--- src/shared/rn_pkg.sv ---
// constants and types for the ninth regulator control block
`default_nettype none
package rn_pkg;
   // =====================================================
   // register addresses
   localparam logic [15:0] RN_ADDR_CTRL = 16'h4080;
   localparam logic [15:0] RN_ADDR_ON = 16'h4081;
   localparam logic [15:0] RN_ADDR_SLEEP = 16'h4082;
   localparam logic [15:0] RN_ADDR_IRQ_STAT = 16'h4088;
   localparam logic [15:0] RN_ADDR_IRQ_MASK = 16'h4089;

   // =====================================================
   // implemented bits and values after reset
   localparam logic [15:0] RN_CTRL_BITS = 16'hdfc0;
   localparam logic [15:0] RN_ON_BITS = 16'he11f;
   localparam logic [15:0] RN_SLEEP_BITS = 16'he11f;
   localparam logic [15:0] RN_CTRL_RST = 16'h0200;
   localparam logic [15:0] RN_ON_RST = 16'h0000;
   localparam logic [15:0] RN_SLEEP_RST = 16'h0100;
   localparam logic [0:0] RN_IRQ_RST = 1'h0;

   // =====================================================
   // field positions
   localparam int RN_ERR_ACT_LSB = 14;
   localparam int RN_HWC_SRC_LSB = 11;
   localparam int RN_HWC_VSEL_BIT = 10;
   localparam int RN_HWC_MODE_LSB = 8;
   localparam int RN_FLT_BIT = 7;
   localparam int RN_SWI_BIT = 6;
   localparam int RN_SLOT_LSB = 13;
   localparam int RN_MODE_BIT = 8;
   localparam int RN_VSEL_LSB = 0;

   // =====================================================
   // field codes
   localparam logic [1:0] RN_ACT_IGNORE = 2'h0;
   localparam logic [1:0] RN_ACT_SHUTDOWN = 2'h1;
   localparam logic [1:0] RN_ACT_RESET = 2'h2;
   localparam logic [1:0] RN_HWM_OFF = 2'h1;
   localparam logic [1:0] RN_HWM_ON_MODE = 2'h3;
   localparam logic [2:0] RN_SLOT_NONE = 3'h0;
   localparam logic [2:0] RN_SLOT_LAST = 3'h5;
   localparam logic [2:0] RN_SLOT_HWEN1 = 3'h6;
   localparam logic [2:0] RN_SLOT_HWEN2 = 3'h7;
   localparam logic [2:0] RN_SLOT_SIX = 3'h6;
   localparam logic [2:0] RN_TS1 = 3'h1;
   localparam logic [2:0] RN_TS3 = 3'h3;
   localparam logic [2:0] RN_TS5 = 3'h5;

   // =====================================================
   // voltage code to millivolts
   localparam logic [4:0] RN_V_KNEE = 5'h0d;
   localparam logic [11:0] RN_V_BASE_LO = 12'd1000;
   localparam logic [11:0] RN_V_STEP_LO = 12'd50;
   localparam logic [11:0] RN_V_BASE_HI = 12'd1700;
   localparam logic [11:0] RN_V_STEP_HI = 12'd100;

   // regulator sequencing state
   typedef enum logic [1:0] {ST_OFF, ST_ON, ST_SLEEP} rn_state_e;
endpackage
`default_nettype wire

--- src/rtl/rn_regulator_ctrl.sv ---
// control registers and enable sequencing of the ninth regulator
`timescale 1ns/10ps
`default_nettype none

module rn_regulator_ctrl
   import rn_pkg::*;
(
   // clock and reset
   input wire logic mclk,
   input wire logic rstn,
   // register port
   input wire logic [15:0] regAddr,
   input wire logic [15:0] regWdata,
   input wire logic regWr,
   input wire logic regRd,
   output logic [15:0] regRdata,
   // power sequencer timeslots
   input wire logic slotPulse,
   input wire logic [2:0] slotNum,
   input wire logic sleepSeq,
   // hardware enable and control inputs
   input wire logic hwEnable1,
   input wire logic hwEnable2,
   input wire logic hwControl1,
   input wire logic hwControl2,
   // undervoltage detector
   input wire logic uvFault,
   // regulator controls
   output logic regulatorOn,
   output logic lowPowerMode,
   output logic [4:0] voltageCode,
   output logic [11:0] voltageMv,
   output logic outputDischarge,
   output logic passSwitchMode,
   output logic deviceResetReq,
   output logic irq
);

   // =====================================================
   // registers
   logic [15:0] ctrl_r;
   logic [15:0] onCtrl_r;
   logic [15:0] sleepCtrl_r;
   logic [0:0] irqStat_r;
   logic [0:0] irqMask_r;
   logic [15:0] rdata_r;
   logic uvPrev_r;
   rn_state_e state_r;
   rn_state_e state_nxt;
   logic regOn_r;
   logic lowPower_r;
   logic [4:0] vcode_r;
   logic [11:0] vmv_r;
   logic discharge_r;
   logic swi_r;
   logic devReset_r;

   // =====================================================
   // field views
   wire [1:0] undervoltageAction = ctrl_r[RN_ERR_ACT_LSB +: 2];
   wire [1:0] hwControlSource = ctrl_r[RN_HWC_SRC_LSB +: 2];
   wire hwControlVoltageChoice = ctrl_r[RN_HWC_VSEL_BIT];
   wire [1:0] hwControlOpMode = ctrl_r[RN_HWC_MODE_LSB +: 2];
   wire outputFloatWhenOff = ctrl_r[RN_FLT_BIT];
   wire passSwitchModeBit = ctrl_r[RN_SWI_BIT];
   wire [2:0] startupSlot = onCtrl_r[RN_SLOT_LSB +: 3];
   wire onOpMode = onCtrl_r[RN_MODE_BIT];
   wire [4:0] onVoltageCode = onCtrl_r[RN_VSEL_LSB +: 5];
   wire [2:0] sleepSlot = sleepCtrl_r[RN_SLOT_LSB +: 3];
   wire sleepOpMode = sleepCtrl_r[RN_MODE_BIT];
   wire [4:0] sleepVoltageCode = sleepCtrl_r[RN_VSEL_LSB +: 5];

   // =====================================================
   // register decode
   wire selCtrl = (regAddr == RN_ADDR_CTRL);
   wire selOn = (regAddr == RN_ADDR_ON);
   wire selSleep = (regAddr == RN_ADDR_SLEEP);
   wire selStat = (regAddr == RN_ADDR_IRQ_STAT);
   wire selMask = (regAddr == RN_ADDR_IRQ_MASK);
   wire [15:0] rdMux = selCtrl ? ctrl_r :
                       selOn ? onCtrl_r :
                       selSleep ? sleepCtrl_r :
                       selStat ? {15'h0000, irqStat_r} :
                       selMask ? {15'h0000, irqMask_r} : 16'h0000;

   // =====================================================
   // undervoltage events
   wire uvEvent = uvFault & ~uvPrev_r;
   wire uvShutdown = uvEvent & (undervoltageAction == RN_ACT_SHUTDOWN);
   wire uvReset = uvEvent & (undervoltageAction == RN_ACT_RESET);
   // status clear by writing one, a new event wins
   wire [0:0] statClr = (regWr & selStat) ? regWdata[0:0] : 1'h0;
   wire [0:0] stat_nxt = (irqStat_r & ~statClr) | uvEvent;

   // =====================================================
   // hardware enable and hardware control selection
   wire hwEnMode = (startupSlot == RN_SLOT_HWEN1) | (startupSlot == RN_SLOT_HWEN2);
   wire hwEnLevel = (startupSlot == RN_SLOT_HWEN1) ? hwEnable1 : hwEnable2;
   wire hwcActive = (hwControlSource[0] & hwControl1) | (hwControlSource[1] & hwControl2);

   // =====================================================
   // sequencer slot matching
   wire startSlotValid = (startupSlot != RN_SLOT_NONE) & (startupSlot <= RN_SLOT_LAST);
   wire startMatch = slotPulse & ~sleepSeq & startSlotValid & (slotNum == startupSlot);
   wire sleepCodeDisable = (sleepSlot != RN_SLOT_NONE) & (sleepSlot <= RN_SLOT_LAST);
   // codes 1..5 count down from timeslot 5
   wire [2:0] sleepSlotNum = (sleepSlot == RN_SLOT_NONE) ? RN_TS5 :
                             sleepCodeDisable ? 3'(RN_SLOT_SIX - sleepSlot) :
                             (sleepSlot == RN_SLOT_HWEN1) ? RN_TS3 : RN_TS1;
   wire sleepMatch = slotPulse & sleepSeq & (slotNum == sleepSlotNum);
   wire wakeMatch = slotPulse & ~sleepSeq & (slotNum == sleepSlotNum);
   wire sleepDisables = sleepCodeDisable & ~hwEnMode;

   // =====================================================
   // state transitions, fault shutdown has priority
   always_comb begin
      state_nxt = state_r;
      if (uvShutdown) begin
         state_nxt = ST_OFF;
      end else if (hwEnMode) begin
         if (!hwEnLevel) begin
            state_nxt = ST_OFF;
         end else if (state_r == ST_OFF) begin
            state_nxt = ST_ON;
         end else if (state_r == ST_ON && sleepMatch) begin
            state_nxt = ST_SLEEP;
         end else if (state_r == ST_SLEEP && wakeMatch) begin
            state_nxt = ST_ON;
         end
      end else begin
         unique case (state_r)
            ST_OFF: begin
               if (startMatch) begin
                  state_nxt = ST_ON;
               end
            end
            ST_ON: begin
               if (sleepMatch) begin
                  state_nxt = sleepDisables ? ST_OFF : ST_SLEEP;
               end
            end
            ST_SLEEP: begin
               if (startMatch) begin
                  state_nxt = ST_ON;
               end
            end
            default: begin
               state_nxt = ST_OFF;
            end
         endcase
      end
   end

   // =====================================================
   // effective regulator settings
   wire hwcApplies = hwcActive & (state_r != ST_OFF);
   wire hwcOff = hwcApplies & (hwControlOpMode == RN_HWM_OFF);
   wire hwcLowPower = (hwControlOpMode == RN_HWM_ON_MODE) ? onOpMode : 1'b1;
   wire [4:0] hwcVolt = hwControlVoltageChoice ? sleepVoltageCode : onVoltageCode;
   wire enEff = (state_r != ST_OFF) & ~hwcOff;
   wire lpEff = hwcApplies ? hwcLowPower :
                (state_r == ST_SLEEP) ? sleepOpMode : onOpMode;
   wire [4:0] vEff = hwcApplies ? hwcVolt :
                     (state_r == ST_SLEEP) ? sleepVoltageCode : onVoltageCode;
   // two straight segments of the voltage scale
   wire [11:0] vLo = RN_V_BASE_LO + 12'(vEff) * RN_V_STEP_LO;
   wire [11:0] vHi = RN_V_BASE_HI + 12'(vEff - RN_V_KNEE) * RN_V_STEP_HI;
   wire [11:0] mvEff = (vEff < RN_V_KNEE) ? vLo : vHi;

   // =====================================================
   // software register writes, reserved bits are dropped
   // a write to an unmapped address selects nothing and is lost
   wire wrCtrl = regWr & selCtrl;
   wire wrOn = regWr & selOn;
   wire wrSleep = regWr & selSleep;
   wire wrMask = regWr & selMask;

   // control register
   always_ff @(posedge mclk or negedge rstn) begin
      if (!rstn) begin
         ctrl_r <= RN_CTRL_RST;
      end else if (wrCtrl) begin
         ctrl_r <= regWdata & RN_CTRL_BITS;
      end
   end

   // on control register
   always_ff @(posedge mclk or negedge rstn) begin
      if (!rstn) begin
         onCtrl_r <= RN_ON_RST;
      end else if (wrOn) begin
         onCtrl_r <= regWdata & RN_ON_BITS;
      end
   end

   // sleep control register
   always_ff @(posedge mclk or negedge rstn) begin
      if (!rstn) begin
         sleepCtrl_r <= RN_SLEEP_RST;
      end else if (wrSleep) begin
         sleepCtrl_r <= regWdata & RN_SLEEP_BITS;
      end
   end

   // interrupt mask register
   always_ff @(posedge mclk or negedge rstn) begin
      if (!rstn) begin
         irqMask_r <= RN_IRQ_RST;
      end else if (wrMask) begin
         irqMask_r <= regWdata[0:0];
      end
   end

   // read data for exactly one cycle after the strobe
   always_ff @(posedge mclk or negedge rstn) begin
      if (!rstn) begin
         rdata_r <= 16'h0000;
      end else begin
         rdata_r <= regRd ? rdMux : 16'h0000;
      end
   end

   // fault edge and sticky status
   // the edge flop resets to the idle level, so no false event follows reset
   always_ff @(posedge mclk or negedge rstn) begin
      if (!rstn) begin
         uvPrev_r <= 1'h0;
         irqStat_r <= RN_IRQ_RST;
      end else begin
         uvPrev_r <= uvFault;
         irqStat_r <= stat_nxt;
      end
   end

   // sequencing state
   always_ff @(posedge mclk or negedge rstn) begin
      if (!rstn) begin
         state_r <= ST_OFF;
      end else begin
         state_r <= state_nxt;
      end
   end

   // device reset request, one cycle per fault event under the reset action
   always_ff @(posedge mclk or negedge rstn) begin
      if (!rstn) begin
         devReset_r <= 1'h0;
      end else begin
         devReset_r <= uvReset;
      end
   end

   // enable, discharge and switch mode
   always_ff @(posedge mclk or negedge rstn) begin
      if (!rstn) begin
         regOn_r <= 1'h0;
         discharge_r <= 1'h0;
         swi_r <= 1'h0;
      end else begin
         regOn_r <= enEff;
         discharge_r <= ~enEff & ~outputFloatWhenOff;
         swi_r <= passSwitchModeBit;
      end
   end

   // operating mode and voltage, code and millivolts move together
   always_ff @(posedge mclk or negedge rstn) begin
      if (!rstn) begin
         lowPower_r <= 1'h0;
         vcode_r <= 5'h00;
         vmv_r <= 12'h000;
      end else begin
         lowPower_r <= lpEff;
         vcode_r <= vEff;
         vmv_r <= mvEff;
      end
   end

   // =====================================================
   // outputs
   assign regRdata = rdata_r;
   assign regulatorOn = regOn_r;
   assign lowPowerMode = lowPower_r;
   assign voltageCode = vcode_r;
   assign voltageMv = vmv_r;
   assign outputDischarge = discharge_r;
   assign passSwitchMode = swi_r;
   assign deviceResetReq = devReset_r;
   assign irq = |(irqStat_r & irqMask_r);
endmodule
`default_nettype wire

--- config.mk ---
export PLATFORM = sky130hd
export DESIGN_NAME = rn_regulator_ctrl
export DESIGN_NICKNAME = d
export VERILOG_FILES = /design/src/shared/rn_pkg.sv /design/src/rtl/rn_regulator_ctrl.sv
export SDC_FILE = /design/constraint.sdc
export NUM_CORES = 1
export LEC_CHECK = 0
export ABC_CLOCK_PERIOD_IN_PS = 10300
export BUFFER_PORTS_ARGS = -buffer_cell sky130_fd_sc_hd__buf_2
export CORE_MARGIN = 3
export CORE_UTILIZATION = 36
export DETAILED_ROUTE_END_ITERATION = 8
export PLACE_DENSITY = 0.64
export SLEW_MARGIN = 10
export SYNTH_ARGS = -nofsm -noshare
export SYNTH_HDL_FRONTEND = slang
export SYNTH_SLANG_ARGS = --single-unit
--- constraint.sdc ---
create_clock -name mclk -period 10.3 [get_ports mclk]
set_clock_uncertainty 0.15 [all_clocks]
set_input_delay 2.06 -clock mclk [delete_from_list [all_inputs] [get_ports mclk]]
set_output_delay 2.06 -clock mclk [all_outputs]
set_load 0.02 [all_outputs]
==> results.env, run 1 <==
STATUS='finished clean'
YS_FF_LATCH=68
DETAILROUTE.VIA_COUNT=3062
VIA_COUNT_OF_THE_FIRST_GLOBAL_ROUTING_PASS=3132
FINAL-SEQ-AREA_UM2=1700
ANTENNA_FOUND_INITIAL=1
FLOORPLAN.CORE_AREA_UM2=11100
FINAL_ANTENNA_NET_COUNT=0
MAX-SLEW-MARGIN-REL=0.432
POSTSYNTHCELLCOUNT=386
MULTIINPUTGATEAREA_UM2=2330
WORST-SLEW-PIN-TRANSITION_PS=851
DRT_DRC_VIOLATIONS_LEFT=0
ANTENNA_CELLS=0
GRT_MAX_DEGREE=69
CRITPATHMAXFANOUT=18
AREA_DELTA_SYNTH_FINAL_PCT=21.2
PERIOD_SHARE=0.681
CLASS_OF_THE_TIGHTEST_HOLD_OR_REMOVAL_CHECK='reg2reg'
CTS_REPAIR_RESIZE_COUNT=0
UTILIZATION=0.458
WORSTSKEWPAIRLATENCY_PS=330
FLOORPLAN.DIE_AREA_UM2=13000
CTS_MAX_PATH_BUFFERS=2
VIASPERCELL=4.95
AVGROUTEDWIREPERCELL_UM=14.8
FINAL_HOLD_VIOL_COUNT=0
IR_DROP_V=0.0000764
TOTALNEGATIVESETUPSLACK_PS=0
FILL_CELLS=1024
CTS_HTREE_LEVELS=3
NUM_ROWS=38
SYN_AVG_CELL_AREA_UM2=10.9
NUMBER_OF_ENABLE_TYPE_REGISTER_CELLS_IN_THE_SYNTHESIZED_NETLIST=0
SYNTH-MAIN-FF-CELL='sky130_fd_sc_hd__dfrtp_1'
DRT_ITER0_MARKERS=189
CTS_SINKS=68
UNREPAIRED_SETUP_ENDPOINTS_AFTER_GLOBAL_ROUTING='no'
CTS_TREE='done'
CLK_ROOT_BUFFER_CELL='sky130_fd_sc_hd__clkbuf_16'
SEQ_AREA_FRAC_SYNTH=0.405
TIMING_WORST_SETUP_PATH_TYPE='in2reg'
CRITPATHCAPTURETYPE='flop'
WORST_EP_ARRIVAL_TIME_PS=7070
POWER.LEAKAGE_nW=2.60
YOSYSWARNINGCOUNT=0
CRIT_PATH_START_KIND='primary input'
SETUP_VIOL=0
SYNTH.DISTINCT_CELLS=65
FIN_NETS=564
WORST-ENDPOINT-REQUIRED_PS=10360
DPL.HPWL_UM=6950
TIMING_MAX_TRANSITION_VIOLATIONS_FINAL=0
FIRST_PASS_GRT_WIRE_LENGTH_UM=15100
MAXIMUM_CAPACITANCE_VIOLATIONS=0
FIRSTDRTPASSITERS=4
MIN_CYCLE_TIME_LAYOUT_PS=7010
FLOORPLAN.DIE.HEIGHT_UM=114
GRT_REMAINING_OVERFLOW=0
GP_ROUTABILITY_CONGESTION=0.826
GRT.TOTAL_USAGE=0.145
WIRELENGTH_UM=9120
IO_PINS=85
DIE_W_UM=114
CELLPOWERDENSITY_nW_PER_UM2=127
DRIVE_ABOVE_1_SHARE=0.285
CTS_INSERTED_BUFFERS=9
POST_CTS_SETUP_BUFFER_COUNT=0
CTS_HOLD_BUFFERS=0
PORTBUFFERS=81
YS_ASYNC_SR_FRACTION=1.00
FLOORPLAN.INITIALDENSITY=0.378
ACHIEVABLE-FREQUENCY_MHz=143
SYN_AREA_UM2=4210
PATH_CLK_SLEW_PS=60
[stage by stage]
step | power, W | worst slack (ps) | instance area (um2) | hold WS, ps | instances
global placement | 0.000299 | 3030 | 4760 | 221 | 602
CTS | 0.000655 | 3280 | 5100 | 237 | 618
floorplan | 0.000282 | 3690 | 4210 | 212 | 387
global route | 0.000666 | 2830 | 5100 | 247 | 618
detailed placement | 0.000299 | 2960 | 4760 | 224 | 602
finish | 0.000646 | 3290 | 5100 | 236 | 618
[cell usage in the layout, fill, tap and decap left out, types with 3 or more instances in the layout]
cell type	instances
sky130_fd_sc_hd__mux2_2	19
sky130_fd_sc_hd__ha_1	39
sky130_fd_sc_hd__mux2_1	9
sky130_fd_sc_hd__and3_1	7
sky130_fd_sc_hd__o21ai_0	11
sky130_fd_sc_hd__a31oi_1	4
sky130_fd_sc_hd__a22oi_1	10
sky130_fd_sc_hd__xor2_1	8
sky130_fd_sc_hd__a21oi_1	13
sky130_fd_sc_hd__or3_1	3
sky130_fd_sc_hd__bufinv_16	3
sky130_fd_sc_hd__fa_1	6
sky130_fd_sc_hd__nor3b_1	4
sky130_fd_sc_hd__xnor2_1	21
sky130_fd_sc_hd__nand3_1	4
sky130_fd_sc_hd__nand2_1	22
sky130_fd_sc_hd__clkbuf_16	9
sky130_fd_sc_hd__nand2b_1	7
sky130_fd_sc_hd__nor2b_1	5
sky130_fd_sc_hd__nor3_1	3
sky130_fd_sc_hd__dfrtp_1	66
sky130_fd_sc_hd__buf_2	81
sky130_fd_sc_hd__inv_1	33
sky130_fd_sc_hd__mux2i_1	9
sky130_fd_sc_hd__nor2_1	24
[kinds of logic after synthesis]
| family | share of synthesized area |
|---|---|
| compound gates | 0.110 |
| buf+inv | 0.0411 |
| simple gates | 0.121 |
| mux | 0.112 |
| other cells | 0.000892 |
| flops | 0.405 |
| xor+xnor | 0.0658 |
| fa+ha+maj | 0.145 |
[worst max-delay path, stage by stage]
cell	delay, ps
sky130_fd_sc_hd__buf_2	110
sky130_fd_sc_hd__a22oi_4	280
sky130_fd_sc_hd__mux2i_4	530
sky130_fd_sc_hd__mux2i_1	190
sky130_fd_sc_hd__inv_1	260
sky130_fd_sc_hd__ha_1	240
sky130_fd_sc_hd__inv_1	60
sky130_fd_sc_hd__o21ai_2	580
sky130_fd_sc_hd__nand2_1	260
sky130_fd_sc_hd__ha_1	360
sky130_fd_sc_hd__ha_1	280
sky130_fd_sc_hd__inv_1	50
sky130_fd_sc_hd__fa_1	500
sky130_fd_sc_hd__inv_1	50
sky130_fd_sc_hd__ha_1	330
sky130_fd_sc_hd__xnor2_1	350
sky130_fd_sc_hd__nand2b_1	160
sky130_fd_sc_hd__o31ai_1	80
sky130_fd_sc_hd__xnor2_1	230
sky130_fd_sc_hd__mux2i_1	100
[final cells by class]
class                      instances  area share
multi-input combinational        277       0.458
timing repair buffer              82      0.0810
inverter                          35      0.0258
clock inverter                     6      0.0219
tap                              140      0.0344
clock buffer                      10      0.0449
sequential                        68       0.334
[metal layers]
metal,vias to the layer above,global-route usage,wire length [um]
li1,1524,-,-
met1,1433,0.201,4290
met2,84,0.217,4000
met3,19,0.0317,602
met4,2,0.0681,221
met5,-,0,7
[state kept, by name, indices dropped and copies added, names as in the netlist]
signal / cells
regRdata: 15
voltageMv: 11
ctrl_r: 9
onCtrl_r: 9
sleepCtrl_r: 9
voltageCode: 5
state_r: 2
deviceResetReq: 1
irqMask_r: 1
irqStat_r: 1
lowPowerMode: 1
outputDischarge: 1
passSwitchMode: 1
regulatorOn: 1
uvPrev_r: 1
[power by group]
group / internal [W] / switching [W] / leakage, nW
combinational: 0.0000101 / 0.0000150 / 1.54
sequential: 0.000268 / 0.000000747 / 0.894
clock: 0.000237 / 0.000115 / 0.163
total: 0.000515 / 0.000131 / 2.60
[cell usage after synthesis (3+ instances only)]
library cell,instances,area share
sky130_fd_sc_hd__mux2i_1,9,0.021
sky130_fd_sc_hd__a31oi_1,4,0.0059
sky130_fd_sc_hd__xor2_1,8,0.017
sky130_fd_sc_hd__nor2_1,24,0.021
sky130_fd_sc_hd__a21oi_1,13,0.015
sky130_fd_sc_hd__clkbuf_1,4,0.0036
sky130_fd_sc_hd__a22oi_1,10,0.018
sky130_fd_sc_hd__nand2b_1,7,0.010
sky130_fd_sc_hd__fa_1,6,0.029
sky130_fd_sc_hd__and3_1,7,0.010
sky130_fd_sc_hd__o21ai_0,11,0.013
sky130_fd_sc_hd__nor2b_1,5,0.0074
sky130_fd_sc_hd__inv_1,33,0.029
sky130_fd_sc_hd__nand3_1,4,0.0048
sky130_fd_sc_hd__nor3_1,3,0.0036
sky130_fd_sc_hd__or3_1,3,0.0045
sky130_fd_sc_hd__mux2_1,9,0.024
sky130_fd_sc_hd__ha_1,39,0.12
sky130_fd_sc_hd__xnor2_1,21,0.044
sky130_fd_sc_hd__dfrtp_1,66,0.39
sky130_fd_sc_hd__nand2_1,22,0.020
sky130_fd_sc_hd__nor3b_1,4,0.0071
sky130_fd_sc_hd__mux2_2,19,0.051
[worst paths after layout]
kind                                    to  slack, ps        from  depth (start not counted)
min reg2reg                 passSwitchMode        240   ctrl_r[6]                          0
max                          voltageMv[10]       3290  hwControl2                         20
max in group asynchronous   sleepCtrl_r[4]       7670        rstn                          2
max reg2reg                  voltageMv[10]       4710  ctrl_r[12]                         19
min in group asynchronous  outputDischarge       1780        rstn                          2
min                         passSwitchMode        240   ctrl_r[6]                          0
Note: power is estimated with default switching activity, not from simulation.
==> inputs of run 2 (changes only) <==
--- a/config.mk
+++ b/config.mk
@@ -5,12 +5,12 @@
 export SDC_FILE = /design/constraint.sdc
 export NUM_CORES = 1
 export LEC_CHECK = 0
-export ABC_CLOCK_PERIOD_IN_PS = 10300
+export ABC_CLOCK_PERIOD_IN_PS = 5800
 export BUFFER_PORTS_ARGS = -buffer_cell sky130_fd_sc_hd__buf_2
 export CORE_MARGIN = 3
 export CORE_UTILIZATION = 36
 export DETAILED_ROUTE_END_ITERATION = 8
-export PLACE_DENSITY = 0.64
+export PLACE_DENSITY = 0.66
 export SLEW_MARGIN = 10
 export SYNTH_ARGS = -nofsm -noshare
 export SYNTH_HDL_FRONTEND = slang
==> constraint.sdc (replaced) <==
create_clock -name mclk -period 5.8 [get_ports mclk]
set_clock_uncertainty 0.15 [all_clocks]
set_input_delay 1.16 -clock mclk [delete_from_list [all_inputs] [get_ports mclk]]
set_output_delay 1.16 -clock mclk [all_outputs]
set_load 0.02 [all_outputs]
==> run 2 against run 1 <==
Compared with the run above: die area is the same; non-clock buffer count grew 9; combinational power grew 79%; clock power grew 69%; via count grew 3.7%; clock-buffer cell count shrank 1; critical path depth shrank 3; utilization grew 0.57 points; worst setup slack lost 2800 ps; sequential share of layout area shrank 0.41 points.
==> results.env, run 2 (synthesized netlist as in run 1, its figures left out) <==
STATUS='finished clean'
CTS_HOLD_BUFFERS=0  # unchanged
FIRST_PASS_GRT_WIRE_LENGTH_UM=15500  # +2.9%
LARGEST_REGISTER_FF_COUNT=15  # unchanged
GRT_REMAINING_OVERFLOW=0  # unchanged
MOST_FREQUENT_CELLS_IN_THE_LAYOUT='sky130_fd_sc_hd__buf_2, sky130_fd_sc_hd__dfrtp_1, sky130_fd_sc_hd__ha_1'
SETUP.WORST_PATH.START='hwControl2'
FLOORPLAN.DIE.HEIGHT_UM=114  # unchanged
CRIT-REG2REG-LAUNCH='ctrl_r[12]'
MIN_CYCLE_TIME_LAYOUT_PS=5320
TIMING_MAX_TRANSITION_VIOLATIONS_FINAL=0  # unchanged
CTS_SINKS=68  # unchanged
MAXIMUM_CAPACITANCE_VIOLATIONS=0  # unchanged
MAX-SLEW-MARGIN-REL=0.505  # +0.0729
WORSTSKEWPAIRLATENCY_PS=340  # about the same
DRT_ITER0_MARKERS=183  # -3.2%
AVGROUTEDWIREPERCELL_UM=15.0  # +1.4%
VIA_COUNT_OF_THE_FIRST_GLOBAL_ROUTING_PASS=3215  # +2.7%
CLK_ROOT_BUFFER_CELL='sky130_fd_sc_hd__clkbuf_16'
FLOORPLAN.CORE_AREA_UM2=11100  # unchanged
IR_DROP_V=0.000182  # +140%
TIMING_WORST_SETUP_PATH_TYPE='in2reg'
CTS_HTREE_LEVELS=3  # unchanged
CRITPATHMAXFANOUT=8  # -10
CRIT_PATH_START_KIND='primary input'
ROUTED_LENGTH_ON_MET2_UM=4370  # +9.1%
MET3_WIRELENGTH_UM=579  # -3.8%
PLACE_WS_PS=102  # -2860 ps
SETUP_VIOL=0  # unchanged
WIRELENGTH_UM=9380  # +2.9%
MOSTFREQUENTLAYOUTCELL='sky130_fd_sc_hd__buf_2'
FLOORPLAN.INITIALDENSITY=0.378  # unchanged
WORST-ENDPOINT-REQUIRED_PS=5910  # -4450 ps
TOTALNEGATIVESETUPSLACK_PS=0  # unchanged
DRIVE_ABOVE_1_SHARE=0.300  # +0.0153
GRT_MAX_DEGREE=60  # -13%
DRT_DRC_VIOLATIONS_LEFT=0  # unchanged
POST-LAYOUT-TOTAL-POWER_W=0.00112  # +73%
DPL.HPWL_UM=7180  # +3.3%
DETAILROUTE.VIA_COUNT=3176  # +3.7%
CTS_TREE='done'
PLACEDCELLCOUNT=611  # +1.5%
DRT-MET1-WL_UM=4240  # -1.1%
PERIOD_SHARE=0.917
FILL_CELLS=1052  # +2.7%
PORTBUFFERS=81  # unchanged
WORST-SLEW-PIN-TRANSITION_PS=742  # -109 ps
CRITPATHCAPTURETYPE='flop'
ACHIEVABLE-FREQUENCY_MHz=188
CTS_MAX_PATH_BUFFERS=2  # unchanged
GP_ROUTABILITY_CONGESTION=0.844  # +2.2%
FIRSTDRTPASSITERS=4  # unchanged
NUM_ROWS=38  # unchanged
DIE_W_UM=114  # unchanged
POWER.LEAKAGE_nW=2.64  # +1.5%
FLOORPLAN.DIE_AREA_UM2=13000  # unchanged
UNREPAIRED_SETUP_ENDPOINTS_AFTER_GLOBAL_ROUTING='no'
CTS_INSERTED_BUFFERS=9  # unchanged
HP-START='ctrl_r[6]'
FINAL_ANTENNA_NET_COUNT=0  # unchanged
VIASPERCELL=5.07  # +2.2%
CLASS_OF_THE_TIGHTEST_HOLD_OR_REMOVAL_CHECK='reg2reg'
INSTANCES_NO_FILL=627  # +1.5%
CELLPOWERDENSITY_nW_PER_UM2=217  # +71%
IO_PINS=85  # unchanged
WORST_EP_ARRIVAL_TIME_PS=5430  # -1640 ps
CTS_REPAIR_RESIZE_COUNT=0  # unchanged
GRT.TOTAL_USAGE=0.150  # +0.00493
AREA_DELTA_SYNTH_FINAL_PCT=22.7
FIN_NETS=573  # +1.6%
POST_CTS_SETUP_BUFFER_COUNT=0  # unchanged
FINAL_HOLD_VIOL_COUNT=0  # unchanged
ANTENNA_CELLS=0  # unchanged
WORST_SLACK_PS=479  # -2810 ps
ANTENNA_FOUND_INITIAL=1  # unchanged
ROUTED.TOP_LAYER='met5'
PATH_CLK_SLEW_PS=60  # about the same
run 2: changes by cell type in the layout (fill, tap and decap cells not counted):
cell / delta
sky130_fd_sc_hd__buf_4: +8
sky130_fd_sc_hd__clkbuf_1: -1
sky130_fd_sc_hd__inv_6: +1
sky130_fd_sc_hd__bufinv_16: -1
sky130_fd_sc_hd__clkinv_4: +1
sky130_fd_sc_hd__buf_12: +1
run 2: metrics by stage:
step | utilization | hold slack (ps) | cell area, um2
global route | 0.464 | 253 | 5160
floorplan | - | 212 | 4210
global placement | 0.435 | 218 | 4840
CTS | 0.464 | 239 | 5160
detailed placement | 0.435 | 227 | 4840
finish | 0.464 | 239 | 5160
run 2: worst paths after layout:
path | endpoint | slack, ps | cells after the start
setup / recovery | voltageMv[11] | 480 | 17
hold / removal | passSwitchMode | 240 | 0
setup reg to reg | voltageMv[11] | 1010 | 16
hold reg to reg | passSwitchMode | 240 | 0
max in group asynchronous | regRdata[2] | 4000 | 2
min in group asynchronous | regRdata[7] | 510 | 1
run 2: cell type report:
type / count / area (um2) / share of cell area
Tap cell: 140 / 175 / 0.0339
Multi-Input combinational cell: 277 / 2330 / 0.452
Sequential cell: 68 / 1700 / 0.330
Timing Repair Buffer: 91 / 493 / 0.0955
Clock buffer: 9 / 225 / 0.0436
Clock inverter: 7 / 98.8 / 0.0192
Inverter: 35 / 131 / 0.0255
run 2: layer usage:
metal | up-vias | global-route usage
li1 | 1531 | -
met1 | 1543 | 0.199
met2 | 85 | 0.240
met3 | 15 | 0.0370
met4 | 2 | 0.0515
met5 | - | 0
run 2: where the power goes:
part           internal [W]  switching (W)
Clock              0.000379       0.000216
Combinational     0.0000181      0.0000269
Sequential         0.000476     0.00000126
run 2: worst max-delay path, stage by stage:
cell,delay [ps]
sky130_fd_sc_hd__buf_2,110
sky130_fd_sc_hd__a22oi_4,270
sky130_fd_sc_hd__mux2i_4,310
sky130_fd_sc_hd__buf_12,160
sky130_fd_sc_hd__mux2i_2,350
sky130_fd_sc_hd__ha_1,320
sky130_fd_sc_hd__xnor2_1,200
sky130_fd_sc_hd__ha_1,300
sky130_fd_sc_hd__ha_1,310
sky130_fd_sc_hd__fa_1,460
sky130_fd_sc_hd__ha_1,350
sky130_fd_sc_hd__a21oi_1,220
sky130_fd_sc_hd__o21bai_1,90
sky130_fd_sc_hd__a21oi_1,180
sky130_fd_sc_hd__xnor2_1,160
sky130_fd_sc_hd__xnor3_1,340
sky130_fd_sc_hd__o21ai_1,130
